==> src/inc/hmc_pkg.sv <==
// Purpose: Shared constants and types of the multiplier control block.
// Assumes: Byte addressed register port, 16-bit data, 200 MHz system clock.
// Notes:   Offsets are byte offsets inside the block.
package hmc_pkg;

  localparam int unsigned ADDR_W = 6;
  localparam int unsigned DATA_W = 16;

  ////////////////////////////////////////////////////////////////////////////
  // Register offsets
  localparam logic [5:0] OFS_OP1_16      = 6'h00;
  localparam logic [5:0] OFS_OP2         = 6'h08;
  localparam logic [5:0] OFS_RESULT_LOW  = 6'h0a;
  localparam logic [5:0] OFS_RESULT_HIGH = 6'h0c;
  localparam logic [5:0] OFS_SUM_EXT     = 6'h0e;
  localparam logic [5:0] OFS_OP1_32      = 6'h10;
  localparam logic [5:0] OFS_OP2_LOW     = 6'h20;
  localparam logic [5:0] OFS_OP2_HIGH    = 6'h22;
  localparam logic [5:0] OFS_RESULT_W0   = 6'h24;
  localparam logic [5:0] OFS_RESULT_W1   = 6'h26;
  localparam logic [5:0] OFS_RESULT_W2   = 6'h28;
  localparam logic [5:0] OFS_RESULT_W3   = 6'h2a;
  localparam logic [5:0] OFS_CTL         = 6'h2c;

  ////////////////////////////////////////////////////////////////////////////
  // Control register fields
  localparam int unsigned CTL_DLY_SEL_BIT = 9;
  localparam int unsigned CTL_DLY_EN_BIT  = 8;
  localparam int unsigned CTL_OP2W_BIT    = 7;
  localparam int unsigned CTL_OP1W_BIT    = 6;
  localparam int unsigned CTL_MODE_LSB    = 4;
  localparam int unsigned CTL_SAT_BIT     = 3;
  localparam int unsigned CTL_FRAC_BIT    = 2;
  localparam int unsigned CTL_CARRY_BIT   = 0;
  localparam logic [15:0] CTL_RW_MASK     = 16'h03fd;
  localparam logic [15:0] CTL_RESET       = 16'h0000;

  ////////////////////////////////////////////////////////////////////////////
  // Timing, in system clock cycles after the starting write
  localparam logic [2:0] LO_DONE_CYC   = 3'h2;
  localparam logic [2:0] FULL_DONE_CYC = 3'h4;

  typedef enum logic [1:0] {
    MODE_UMUL = 2'b00,
    MODE_SMUL = 2'b01,
    MODE_UMAC = 2'b10,
    MODE_SMAC = 2'b11
  } hmc_mode_t;

  typedef enum logic [1:0] {
    SEQ_IDLE = 2'b01,
    SEQ_RUN  = 2'b10
  } hmc_seq_st_t;

endpackage

==> src/inc/hmc_seq_if.sv <==
`timescale 1ns/100ps
// Purpose: Handshake between register control and result sequencer.
// Assumes: Single system clock.
// Notes:   start is a one-cycle pulse, done flags are one-cycle pulses.
interface hmc_seq_if;
  logic start;
  logic narrow;
  logic lo_done;
  logic hi_done;
  logic lo_busy;
  logic hi_busy;

  modport ctrl (output start, narrow, input lo_done, hi_done, lo_busy, hi_busy);
  modport seq  (input start, narrow, output lo_done, hi_done, lo_busy, hi_busy);
endinterface

==> src/core/hmc_ctrl.sv <==
`timescale 1ns/100ps
// Purpose: Register file, aliasing and control of a 32-bit multiplier.
// Assumes: Register port is driven by logic on the same system clock.
// Notes:   One pending write slot; a later blocked write replaces it.
//
// Overview of operation
// - 16-bit and 32-bit low-word operand-one names reach the same storage.
// - Result low/high word names alias result words 0 and 1.
// - Control bits 15 to 10 and bit 1 always read zero.
// - Delayed writes wait for 64-bit result, or 32-bit when select is set.
// - Write delay applies only while the delayed-write enable is set.
// - Operand two is 16 bits when its width bit is 0, else 32.
// - Operand one is 16 bits when its width bit is 0, else 32.
// - Mode field: unsigned, signed, unsigned accumulate, signed accumulate.
// - Saturation bit set clamps results; clear leaves them unsaturated.
// - Fractional bit set shifts results as fractions; clear gives integers.
// - Carry bit follows the result carry, acting as bit 33 or 65.
// - Switching saturation or fractional mode loads the carry bit from bit 0 of the control write.
// - Carry is writable and rebuilds the sum extension in unsigned accumulate mode.
// - Control register sits at offset 2Ch; upper byte resets to zero.
module hmc_ctrl (
  input  wire logic                        CLK_SYS_I,
  input  wire logic                        SYS_RST_I,
  input  wire logic [hmc_pkg::ADDR_W-1:0]  ADDR_I,
  input  wire logic [hmc_pkg::DATA_W-1:0]  WR_DATA_I,
  input  wire logic                        BYTE_I,
  input  wire logic                        WR_STB_I,
  input  wire logic                        RD_STB_I,
  output logic      [hmc_pkg::DATA_W-1:0]  RD_DATA_O,
  output logic                             RESULT_BUSY_O
);
  import hmc_pkg::*;

  typedef struct packed {
    logic [15:0] ctl;
    logic [31:0] op1;
    logic [31:0] op2;
    logic [15:0] result_word_0;
    logic [15:0] result_word_1;
    logic [15:0] res2;
    logic [15:0] result_word_3;
    logic [15:0] sum_extension;
    logic [63:0] stage_res;
    logic        stage_carry;
    logic [15:0] stage_sum_extension;
    logic        pend_v;
    logic [5:0]  pend_addr;
    logic [15:0] pend_data;
    logic        pend_byte;
    logic [15:0] rd_data;
    logic        busy;
  } hmc_ctrl_state_t;

  hmc_ctrl_state_t r_reg;
  hmc_ctrl_state_t r_next;

  hmc_seq_if sq ();

  logic        gate_open;
  logic        take_pend;
  logic        take_new;
  logic        w_en;
  logic [5:0]  w_addr;
  logic [15:0] w_data;
  logic        w_byte;
  logic        w_op1_lo;
  logic        w_op1_hi;
  logic [1:0]  w_op1_mode;
  logic        w_operand;
  logic        w_sign;
  logic [15:0] w_old;
  logic [15:0] w_merged;
  logic        start_c;
  logic        narrow_c;
  logic        sgn_c;
  logic        accm_c;
  logic [31:0] a_op;
  logic [31:0] b_op;
  logic [32:0] a_x;
  logic [32:0] b_x;
  logic [65:0] prod;
  logic [63:0] p64;
  logic [63:0] acc64;
  logic [32:0] sum33;
  logic [64:0] sum65;
  logic [31:0] r32;
  logic [63:0] res_c;
  logic        carry_c;
  logic        ovf_c;
  logic        msb_c;
  logic [15:0] sum_extension_c;
  logic [15:0] rd_val;

  ////////////////////////////////////////////////////////////////////////////
  // Readable value of a register address, aliases folded together
  function automatic logic [15:0] reg_value(input hmc_ctrl_state_t s,
                                            input logic [5:0]      a);
    logic [15:0] v;
    v = 16'h0000;
    if (a[5:3] == OFS_OP1_16[5:3] || (a[5:4] == OFS_OP1_32[5:4] && !a[1])) begin
      v = s.op1[15:0];
    end else if (a[5:4] == OFS_OP1_32[5:4]) begin
      v = s.op1[31:16];
    end else begin
      case (a[5:1])
        OFS_OP2[5:1], OFS_OP2_LOW[5:1]: v = s.op2[15:0];
        OFS_OP2_HIGH[5:1]:              v = s.op2[31:16];
        OFS_RESULT_LOW[5:1], OFS_RESULT_W0[5:1]:  v = s.result_word_0;
        OFS_RESULT_HIGH[5:1], OFS_RESULT_W1[5:1]: v = s.result_word_1;
        OFS_RESULT_W2[5:1]:             v = s.res2;
        OFS_RESULT_W3[5:1]:             v = s.result_word_3;
        OFS_SUM_EXT[5:1]: begin
          if (s.ctl[CTL_MODE_LSB +: 2] == MODE_UMAC) begin
            v = {15'h0000, s.ctl[CTL_CARRY_BIT]};
          end else begin
            v = s.sum_extension;
          end
        end
        OFS_CTL[5:1]:                   v = s.ctl & CTL_RW_MASK;
        default:                        v = 16'h0000;
      endcase
    end
    return v;
  endfunction

  ////////////////////////////////////////////////////////////////////////////
  // Write source: pending slot first, then the bus
  always_comb begin
    gate_open = 1'b1;
    if (r_reg.ctl[CTL_DLY_EN_BIT]) begin
      // wait for 32 or 64 bits
      gate_open = r_reg.ctl[CTL_DLY_SEL_BIT] ? !sq.lo_busy : !sq.hi_busy;
    end
    take_pend  = r_reg.pend_v && gate_open;
    take_new   = WR_STB_I && gate_open && !r_reg.pend_v;
    w_en       = take_pend || take_new;
    w_addr     = take_pend ? r_reg.pend_addr : ADDR_I;
    w_data     = take_pend ? r_reg.pend_data : WR_DATA_I;
    w_byte     = take_pend ? r_reg.pend_byte : BYTE_I;
    w_op1_lo   = (w_addr[5:3] == OFS_OP1_16[5:3]) ||
                 (w_addr[5:4] == OFS_OP1_32[5:4] && !w_addr[1]);
    w_op1_hi   = (w_addr[5:4] == OFS_OP1_32[5:4]) && w_addr[1];
    w_op1_mode = (w_addr[5:3] == OFS_OP1_16[5:3]) ? w_addr[2:1] : w_addr[3:2];
    w_operand  = w_op1_lo || w_op1_hi || (w_addr[5:1] == OFS_OP2[5:1]) ||
                 (w_addr[5:1] == OFS_OP2_LOW[5:1]) ||
                 (w_addr[5:1] == OFS_OP2_HIGH[5:1]);
    w_sign     = (w_op1_lo || w_op1_hi) ? w_op1_mode[0] : r_reg.ctl[CTL_MODE_LSB];
    w_old      = reg_value(r_reg, w_addr);
  end

  hmc_lane_merge u_merge (
    .old_i     (w_old),
    .wdata_i   (w_data),
    .byte_i    (w_byte),
    .hi_lane_i (w_addr[0]),
    .ext_i     (w_operand),
    .sign_i    (w_sign),
    .new_o     (w_merged)
  );

  hmc_seq u_seq (
    .clk_i (CLK_SYS_I),
    .rst_i (SYS_RST_I),
    .sq    (sq.seq)
  );

  assign sq.start  = start_c;
  assign sq.narrow = narrow_c;

  ////////////////////////////////////////////////////////////////////////////
  // Next state
  always_comb begin
    r_next   = r_reg;
    start_c  = 1'b0;
    sum33    = 33'h000000000;
    sum65    = 65'h00000000000000000;
    r32      = 32'h00000000;
    res_c    = 64'h0000000000000000;
    carry_c  = 1'b0;
    ovf_c    = 1'b0;
    msb_c    = 1'b0;
    sum_extension_c = 16'h0000;
    rd_val   = 16'h0000;

    // Results land before any write of this cycle, so software wins
    if (sq.lo_done) begin
      r_next.result_word_0 = r_reg.stage_res[15:0];
      r_next.result_word_1 = r_reg.stage_res[31:16];
    end
    if (sq.hi_done) begin
      r_next.res2   = r_reg.stage_res[47:32];
      r_next.result_word_3   = r_reg.stage_res[63:48];
      r_next.sum_extension = r_reg.stage_sum_extension;
      // besides control writes, only a finished product moves carry
      r_next.ctl[CTL_CARRY_BIT] = r_reg.stage_carry;
    end

    if (w_en) begin
      if (w_op1_lo) begin
        r_next.op1[15:0]                 = w_merged;
        r_next.ctl[CTL_MODE_LSB +: 2]    = w_op1_mode;
        r_next.ctl[CTL_OP1W_BIT]         = 1'b0;
      end else if (w_op1_hi) begin
        r_next.op1[31:16]                = w_merged;
        r_next.ctl[CTL_MODE_LSB +: 2]    = w_op1_mode;
        r_next.ctl[CTL_OP1W_BIT]         = 1'b1;
      end else begin
        case (w_addr[5:1])
          OFS_OP2[5:1]: begin
            r_next.op2[15:0]         = w_merged;
            r_next.ctl[CTL_OP2W_BIT] = 1'b0;
            start_c                  = 1'b1;
          end
          OFS_OP2_LOW[5:1]: begin
            r_next.op2[15:0] = w_merged;
            // wide operand waits for high word
            start_c          = !r_reg.ctl[CTL_OP2W_BIT];
          end
          OFS_OP2_HIGH[5:1]: begin
            r_next.op2[31:16]        = w_merged;
            r_next.ctl[CTL_OP2W_BIT] = 1'b1;
            start_c                  = 1'b1;
          end
          OFS_RESULT_LOW[5:1], OFS_RESULT_W0[5:1]:  r_next.result_word_0 = w_merged;
          OFS_RESULT_HIGH[5:1], OFS_RESULT_W1[5:1]: r_next.result_word_1 = w_merged;
          OFS_RESULT_W2[5:1]:                       r_next.res2 = w_merged;
          OFS_RESULT_W3[5:1]:                       r_next.result_word_3 = w_merged;
          OFS_CTL[5:1]: begin
            r_next.ctl = w_merged & CTL_RW_MASK;
          end
          default: begin
          end
        endcase
      end
    end

    // Blocked write parks in the slot; the bus is never stalled
    if (take_pend) begin
      r_next.pend_v = 1'b0;
    end
    if (WR_STB_I && !take_new) begin
      r_next.pend_v    = 1'b1;
      r_next.pend_addr = ADDR_I;
      r_next.pend_data = WR_DATA_I;
      r_next.pend_byte = BYTE_I;
    end

    ////////////////////////////////////////////////////////////////////////
    // Arithmetic on the freshly written operands
    // mode field decode
    sgn_c    = r_next.ctl[CTL_MODE_LSB];
    accm_c   = r_next.ctl[CTL_MODE_LSB + 1];
    a_op     = r_next.ctl[CTL_OP1W_BIT] ? r_next.op1 :
               {{16{sgn_c & r_next.op1[15]}}, r_next.op1[15:0]};
    b_op     = r_next.ctl[CTL_OP2W_BIT] ? r_next.op2 :
               {{16{sgn_c & r_next.op2[15]}}, r_next.op2[15:0]};
    narrow_c = !r_next.ctl[CTL_OP1W_BIT] && !r_next.ctl[CTL_OP2W_BIT];
    a_x      = {sgn_c & a_op[31], a_op};
    b_x      = {sgn_c & b_op[31], b_op};
    prod     = $signed(a_x) * $signed(b_x);
    p64      = prod[63:0];
    if (r_next.ctl[CTL_FRAC_BIT]) begin
      p64 = {p64[62:0], 1'b0};
    end
    acc64 = accm_c ? {r_next.result_word_3, r_next.res2, r_next.result_word_1, r_next.result_word_0} :
                     64'h0000000000000000;

    if (narrow_c) begin
      sum33   = {1'b0, acc64[31:0]} + {1'b0, p64[31:0]};
      r32     = sum33[31:0];
      carry_c = accm_c & sum33[32];
      ovf_c   = accm_c & sgn_c & (acc64[31] == p64[31]) & (r32[31] != acc64[31]);
      if (r_next.ctl[CTL_SAT_BIT]) begin
        if (ovf_c) begin
          r32 = {acc64[31], {31{~acc64[31]}}};
        end else if (!sgn_c && carry_c) begin
          r32 = {32{1'b1}};
        end
      end
      res_c = {{32{sgn_c & r32[31]}}, r32};
      msb_c = r32[31];
    end else begin
      sum65   = {1'b0, acc64} + {1'b0, p64};
      res_c   = sum65[63:0];
      carry_c = accm_c & sum65[64];
      ovf_c   = accm_c & sgn_c & (acc64[63] == p64[63]) & (res_c[63] != acc64[63]);
      if (r_next.ctl[CTL_SAT_BIT]) begin
        if (ovf_c) begin
          res_c = {acc64[63], {63{~acc64[63]}}};
        end else if (!sgn_c && carry_c) begin
          res_c = {64{1'b1}};
        end
      end
      msb_c = res_c[63];
    end

    case (r_next.ctl[CTL_MODE_LSB +: 2])
      MODE_UMUL: sum_extension_c = 16'h0000;
      MODE_UMAC: sum_extension_c = {15'h0000, carry_c};
      default:   sum_extension_c = {16{msb_c}};
    endcase

    if (start_c) begin
      r_next.stage_res    = res_c;
      r_next.stage_carry  = carry_c;
      r_next.stage_sum_extension = sum_extension_c;
    end

    ////////////////////////////////////////////////////////////////////////
    // Read data stands one cycle after the strobe only
    r_next.rd_data = 16'h0000;
    if (RD_STB_I) begin
      rd_val = reg_value(r_reg, ADDR_I);
      if (BYTE_I) begin
        r_next.rd_data = {8'h00, ADDR_I[0] ? rd_val[15:8] : rd_val[7:0]};
      end else begin
        r_next.rd_data = rd_val;
      end
    end
    r_next.busy = start_c | sq.hi_busy;
  end

  ////////////////////////////////////////////////////////////////////////////
  // reset clears the control word
  always_ff @(posedge CLK_SYS_I or posedge SYS_RST_I) begin
    if (SYS_RST_I) begin
      r_reg <= '{ctl: CTL_RESET, default: '0};
    end else begin
      r_reg <= r_next;
    end
  end

  assign RD_DATA_O     = r_reg.rd_data;
  assign RESULT_BUSY_O = r_reg.busy;
endmodule

==> src/core/hmc_lane_merge.sv <==
`timescale 1ns/100ps
// Purpose: Merge a word or byte write into a 16-bit register value.
// Assumes: Byte data arrives in bits 7:0 of the write data.
// Notes:   Low-lane byte writes to operands may sign or zero extend.
module hmc_lane_merge (
  input  wire logic [15:0] old_i,
  input  wire logic [15:0] wdata_i,
  input  wire logic        byte_i,
  input  wire logic        hi_lane_i,
  input  wire logic        ext_i,
  input  wire logic        sign_i,
  output logic      [15:0] new_o
);
  always_comb begin
    if (!byte_i) begin
      new_o = wdata_i;
    end else if (hi_lane_i) begin
      new_o = {wdata_i[7:0], old_i[7:0]};
    end else if (ext_i) begin
      new_o = {{8{sign_i & wdata_i[7]}}, wdata_i[7:0]};
    end else begin
      new_o = {old_i[15:8], wdata_i[7:0]};
    end
  end
endmodule

==> src/core/hmc_seq.sv <==
`timescale 1ns/100ps
// Purpose: Paces result availability: low 32 bits first, then all 64.
// Assumes: A new start restarts the count.
// Notes:   16x16 products finish both halves at the low-half count.
module hmc_seq (
  input  wire logic clk_i,
  input  wire logic rst_i,
  hmc_seq_if.seq    sq
);
  import hmc_pkg::*;

  typedef struct packed {
    hmc_seq_st_t st;
    logic [2:0]  cnt;
    logic [2:0]  last;
    logic        lo_busy;
    logic        lo_done;
    logic        hi_done;
  } hmc_seq_state_t;

  hmc_seq_state_t r_reg;
  hmc_seq_state_t r_next;

  always_comb begin
    r_next         = r_reg;
    r_next.lo_done = 1'b0;
    r_next.hi_done = 1'b0;
    case (r_reg.st)
      SEQ_IDLE: begin
        r_next.lo_busy = 1'b0;
      end
      SEQ_RUN: begin
        r_next.cnt = r_reg.cnt + 3'h1;
        if (r_next.cnt == LO_DONE_CYC) begin
          r_next.lo_done = 1'b1;
          r_next.lo_busy = 1'b0;
        end
        if (r_next.cnt == r_reg.last) begin
          r_next.hi_done = 1'b1;
          r_next.st      = SEQ_IDLE;
        end
      end
      default: begin
        r_next.st = SEQ_IDLE;
      end
    endcase
    if (sq.start) begin
      r_next.st      = SEQ_RUN;
      r_next.cnt     = 3'h0;
      r_next.last    = sq.narrow ? LO_DONE_CYC : FULL_DONE_CYC;
      r_next.lo_busy = 1'b1;
      r_next.lo_done = 1'b0;
      r_next.hi_done = 1'b0;
    end
  end

  always_ff @(posedge clk_i or posedge rst_i) begin
    if (rst_i) begin
      r_reg <= '{st: SEQ_IDLE, default: '0};
    end else begin
      r_reg <= r_next;
    end
  end

  assign sq.lo_done = r_reg.lo_done;
  assign sq.hi_done = r_reg.hi_done;
  assign sq.lo_busy = r_reg.lo_busy;
  assign sq.hi_busy = (r_reg.st == SEQ_RUN);
endmodule

==> config.mk <==
export PLATFORM = sky130hd
export DESIGN_NAME = hmc_ctrl
export DESIGN_NICKNAME = d
export VERILOG_FILES = /design/src/inc/hmc_pkg.sv /design/src/inc/hmc_seq_if.sv /design/src/core/hmc_ctrl.sv /design/src/core/hmc_lane_merge.sv /design/src/core/hmc_seq.sv
export SDC_FILE = /design/constraint.sdc
export NUM_CORES = 2
export LEC_CHECK = 0
export BUFFER_PORTS_ARGS = -buffer_cell sky130_fd_sc_hd__buf_2
export CORE_MARGIN = 5
export CORE_UTILIZATION = 61
export DETAILED_ROUTE_END_ITERATION = 12
export PLACE_DENSITY = 0.8
export SYNTH_ARGS = -nofsm -noshare
export SYNTH_HDL_FRONTEND = slang
export SYNTH_SLANG_ARGS = --single-unit
==> constraint.sdc <==
create_clock -name CLK_SYS_I -period 14.1 [get_ports CLK_SYS_I]
set_input_delay 2.115 -clock CLK_SYS_I [delete_from_list [all_inputs] [get_ports CLK_SYS_I]]
set_output_delay 2.115 -clock CLK_SYS_I [all_outputs]
set_load 0.005 [all_outputs]
Yosys cells after proc, flatten, opt, wreduce, memory -nomap -nowiden
Index checks and enable logic that the tools add are counted.
Operators by class
  add/sub/neg operators: 3
  multipliers: 1
  equal/unequal tests: 37
  multiplexer cells: 72
  bitwise gates (word level): 18
  reductions and logical operators: 43
Operators by type and width (count)
  $mux W64: 6
  $mux W16: 19
  $pmux W16 S8: 2
  $mux W32: 7
  $mux W96: 2
  $mux W136: 1
  $eq A5 B5 Y1 const B: 14
  $add A64 B64 Y65: 1
  $mul A33 B33 Y64: 1
  $mux W48: 1
  $eq A5 B3 Y1 const B: 8
  $add A32 B32 Y33: 1
  $pmux W16 S2: 1
  $mux W24: 1
  $mux W20: 1
  $mux W1: 14
  $reduce_or A2 Y1: 7
  $and A1 B1 Y1: 13
  $mux W3: 4
  $mux W11: 1
  $logic_and A1 B1 Y1: 10
  $logic_not A1 Y1: 10
  $mux W2: 4
  $mux W8: 1
  other kinds (24): 44
Storage, ports and cells
  flip-flop bits (word level): 286
  input port bits: 27
  output and inout bits: 17
  logic and storage cells: 198

Logic depth before layout (Yosys ltp)
  depth after elaboration: 34
  mapped depth: 60
  depth with buffers taken out: 54

Modules after synthesis
A second synthesis with hierarchy kept.
Second synthesis, totals
  cell total of the unflattened synthesis: 6425
  area total of the unflattened synthesis: 56182.6 um2
Modules (own cells, without submodules)
  hmc_ctrl: times used 1, cells each 6346, area each 55390.6 um2, seq. area each 6180.9 um2
  hmc_seq: times used 1, cells each 38, area each 473.0 um2, seq. area each 251.5 um2
  hmc_lane_merge: times used 1, cells each 41, area each 319.1 um2, seq. area each 0.0 um2

Least setup slack after synthesis
No wires, ideal clock.
  path type: input-to-reg
  start point: input port ADDR_I[1] (netlist bit)
  end point: register r_reg[102] (netlist bit)
  setup time: 0.123 ns
  arrival: 14.765 ns
  data required time: 13.977 ns
  slack: -0.788 ns
  stages on the path: 52
  buffers on the path: 5
  cell sequence: clkbuf_1 > nor2b_1 > and2_1 > clkbuf_1 > mux2_2 > a222oi_1 > nand3_1 > o311ai_2 > and2_1 > inv_1 > clkbuf_1 > buf_2 > a21oi_2 > nor2_1 > fa_1 > inv_1 > fa_1 > inv_1 > (+16 left out) > nand2_1 > a221o_1 > a21oi_1 > xnor2_1 > mux2_2 > ha_1 > nand2_1 > nor3_1 > and3_1 > o21ai_0 > a211o_1 > o211a_1 > o21ai_1 > xor2_2 > o22ai_1 > or2_1 > buf_4 > o221a_1
RTL lines
  from (decl): line hmc_ctrl.sv:24  | input wire logic [hmc_pkg::ADDR_W-1:0] ADDR_I,
  to (signal assigned): line hmc_ctrl.sv:329  | r_reg <= r_next;
  to (decl): line hmc_ctrl.sv:54  | hmc_ctrl_state_t r_reg;

Worst setup path after layout
  start point: input port ADDR_I[4] (netlist bit)
  end point: register r_reg[110] (netlist bit)
On the way
  cells in the longest elaborated chain, start to end: 28
  elaborated cells on any way between the ends: 95
  classes of those cells: add/sub (2); mul (1); eq/ne (16); mux (44); bitwise (14); reduce/logical (18)
Ends and longest elaborated chain
  $mux W6 (*): line hmc_ctrl.sv:137  | w_addr = take_pend ? r_reg.pend_addr : ADDR_I;
  branches (longest 27 deep; another with $mux W136)
Every way passes the cells marked *. The select of a mux whose other input is x is not followed.
A chain may end at the register's enable or synchronous reset.

==> flow_summary.ini <==
[status]
status = finished, violations left
violations = setup timing

[synthesis]
synth_edf_count = 0
avgSynthCellArea_sq_um = 8.715
netlist_instances = 6472
ys_async_sr_fraction_pct = 100.0
synth-seq-cells = 257
synth_area_leader_cell = fa_1
synth_commonest_cells = 1188 x nand2_1, 1126 x fa_1, 1119 x inv_1, 446 x nor2_1, 278 x ha_1
ys_seq_area_share_pct = 11.40
yosysMostFrequentCell = nand2_1
yosys.area.top_type_share_pct = 39.97
yosys.cell_types.count = 116
synth.top_cells.by_area = fa_1 40%, dfrtp_1 11%, nand2_1 7.9%
yosys_warnings = 0
synthFlopType = dfrtp_1
syn_nets = 7903
syn_area_sq_um = 56400

[drt]
wl_met2_um = 100900
drtAntennaViolNets = 0
met1Wirelength_um = 78720
routed-wl-met3_um = 26170
drc = 0
num_vias = 53180
wl_per_cell_um = 26.28
drtIter0Drc = 6057
dr.pass1.iters = 7
drt-vias-per-instance = 6.193
highest_layer = met5
wirelength_um = 225700

[timing]
post-route-min-period_ns = 14.22
slew_headroom_pct = 33.58
rsz0062_at_grt = yes
worst_pin_slew_ns = 0.9964
finalSetupViolCount = 43
fmax_ghz = 0.07034
timing.hold.ws_ns = 0.4851
period_share_pct = 100.8
finClkSkew_ns = 0.03637
finalMaxSlewViolations = 0
worst_slack_ns = -0.1169
hold_viol = 0

[floorplan]
die_h_um = 314.1
die_x_um = 314.1
die_area_sq_um = 98640
initial_core_util_pct = 61.53
num_io_pins = 44
floorplan.core_area_sq_um = 91660
num_rows = 111

[place]
place_inst = 8414
portBuffers = 43
place_hpwl_um = 185400
gp_congestion = 1.053

[finish]
post-route-util_pct = 76.67
largest_reg_flops = 230
n_antenna_cell = 0
fin_nets = 8810
drive_above_1_share_pct = 24.01
instances_no_fill = 8588
synthToLayoutAreaGrowth_pct = 24.61

[clocking]
cts.sinks = 257
insertion_delay_ns = 0.61
numCtsBuffers = 30
clk_pin_slew_ns = 0.06
cts_tree = done
cts_root_buf = clkbuf_16
clk_path_buf_depth = 3
cts_max_level = 1

[hold_path]
hold_start = r_reg[57]
hp-class = reg2reg

[critical_path]
crit_path_end_kind = flop
cp-start-kind = input pin
r2r_setup_slack_ns = 0.48
cp-startpoint = ADDR_I[4]
critPathMostFrequentCell = fa_1
critPathKind = in2reg
timing.rr.start = u_seq.sq.lo_busy
max_stage_delay_ns = 0.58
path_max_fanout = 7
worstPathRequired_ns = 14.58
critPathArrivalTime_ns = 14.70
critical-path-slowest-cell = fa_1

[grt]
overflow = 0
antenna_found_initial = 2
grt_use_total_pct = 44.73
grt_max_degree = 121
grt_pass1_wl_um = 332300
grt_pass1_vias = 55130

[job]
max_cap_viol_count = 0
[final cells by class]
cell class | count | area [sq um]
Timing Repair Buffer | 1235 | 10650
Clock buffer | 40 | 858.3
Multi-Input combinational cell | 4719 | 46300
Tap cell | 1186 | 1484
Fill cell | 6111 | 21380
Clock inverter | 15 | 264.0
Inverter | 1136 | 4282
Sequential cell | 257 | 6435
[metrics by stage]
step / setup slack [ns] / cell area (sq um) / TNS (ns)
2_1_floorplan: 0.01120 / 56560 / 0
3_3_place_gp: -1.470 / 65720 / -92.57
3_5_place_dp: -1.632 / 65720 / -102.50
4_1_cts: 0.0003570 / 67740 / 0
5_1_grt: -0.4809 / 70280 / -25.01
6_report: -0.1169 / 70280 / -2.591
[worst paths after layout]
kind	to	cells after the start
max	r_reg[110]	59
min	r_reg[57]	1
max reg2reg	r_reg[110]	58
min reg2reg	r_reg[57]	1
max in group asynchronous	r_reg[227]	3
min in group asynchronous	r_reg[75]	2
[cell families after synthesis]
family          Yosys count  synth area share, %
buf+inv                1496                10.33
xor+xnor                141                2.227
compound gates          984                11.71
fa+ha+maj              1405                46.15
simple gates           2051                15.56
flops                   257                11.40
mux                     138                2.613
[cell usage in the layout (no fill, tap or decap), drive strengths merged, types with 12 or more instances in the layout]
cell    Yosys  layout
buf       108    1229
nand2    1189    1189
fa       1126    1126
inv      1125    1124
nor2      447     447
ha        278     278
a21oi     273     273
dfrtp     256     256
o21ai     228     228
and2      118     118
xnor2      93      93
a21o       84      84
mux2i      73      73
mux2       65      65
nand3      54      54
nor2b      51      51
xor2       47      47
clkbuf    252      46
a22oi      45      45
a211oi     41      41
and3       37      37
a221oi     37      37
nand4      35      35
nor3       33      33
a31oi      30      30
o21a       29      29
o211ai     28      28
nand2b     28      28
o21bai     26      26
o221a      21      21
a222oi     20      20
o31ai      20      20
clkinv     11      18
a22o       12      12
or2        12      12
[worst max-delay path: cells and delay by family]
family / cells / cell delay [ns]
and+or+nand+nor: 7 / 1.28
xor gates and xnor gates: 1 / 0.12
AOI/OAI and AO/OA: 23 / 4.22
buffers and inverters: 16 / 1.92
muxes: 2 / 0.56
adders and majority gates: 10 / 4.43
[routing by layer]
metal	up-vias	track usage [%]
li1	22050	-
met1	26460	56.99
met2	3657	69.41
met3	1011	10.37
met4	2	28.60
met5	-	0
[what timing repair did]
action                                  CTS  global route
endpoints found under the setup margin   67            67
buffers inserted                         30            87
hold buffers                              0             0
gates resized for setup                 138           439
pin swaps                                53           232
gates cloned                              2             7
endpoints found under the hold margin     0             0
Power is left out: the tool's default activity adds up to more than one toggle a clock period on the data nets, which glitch-free logic cannot reach.
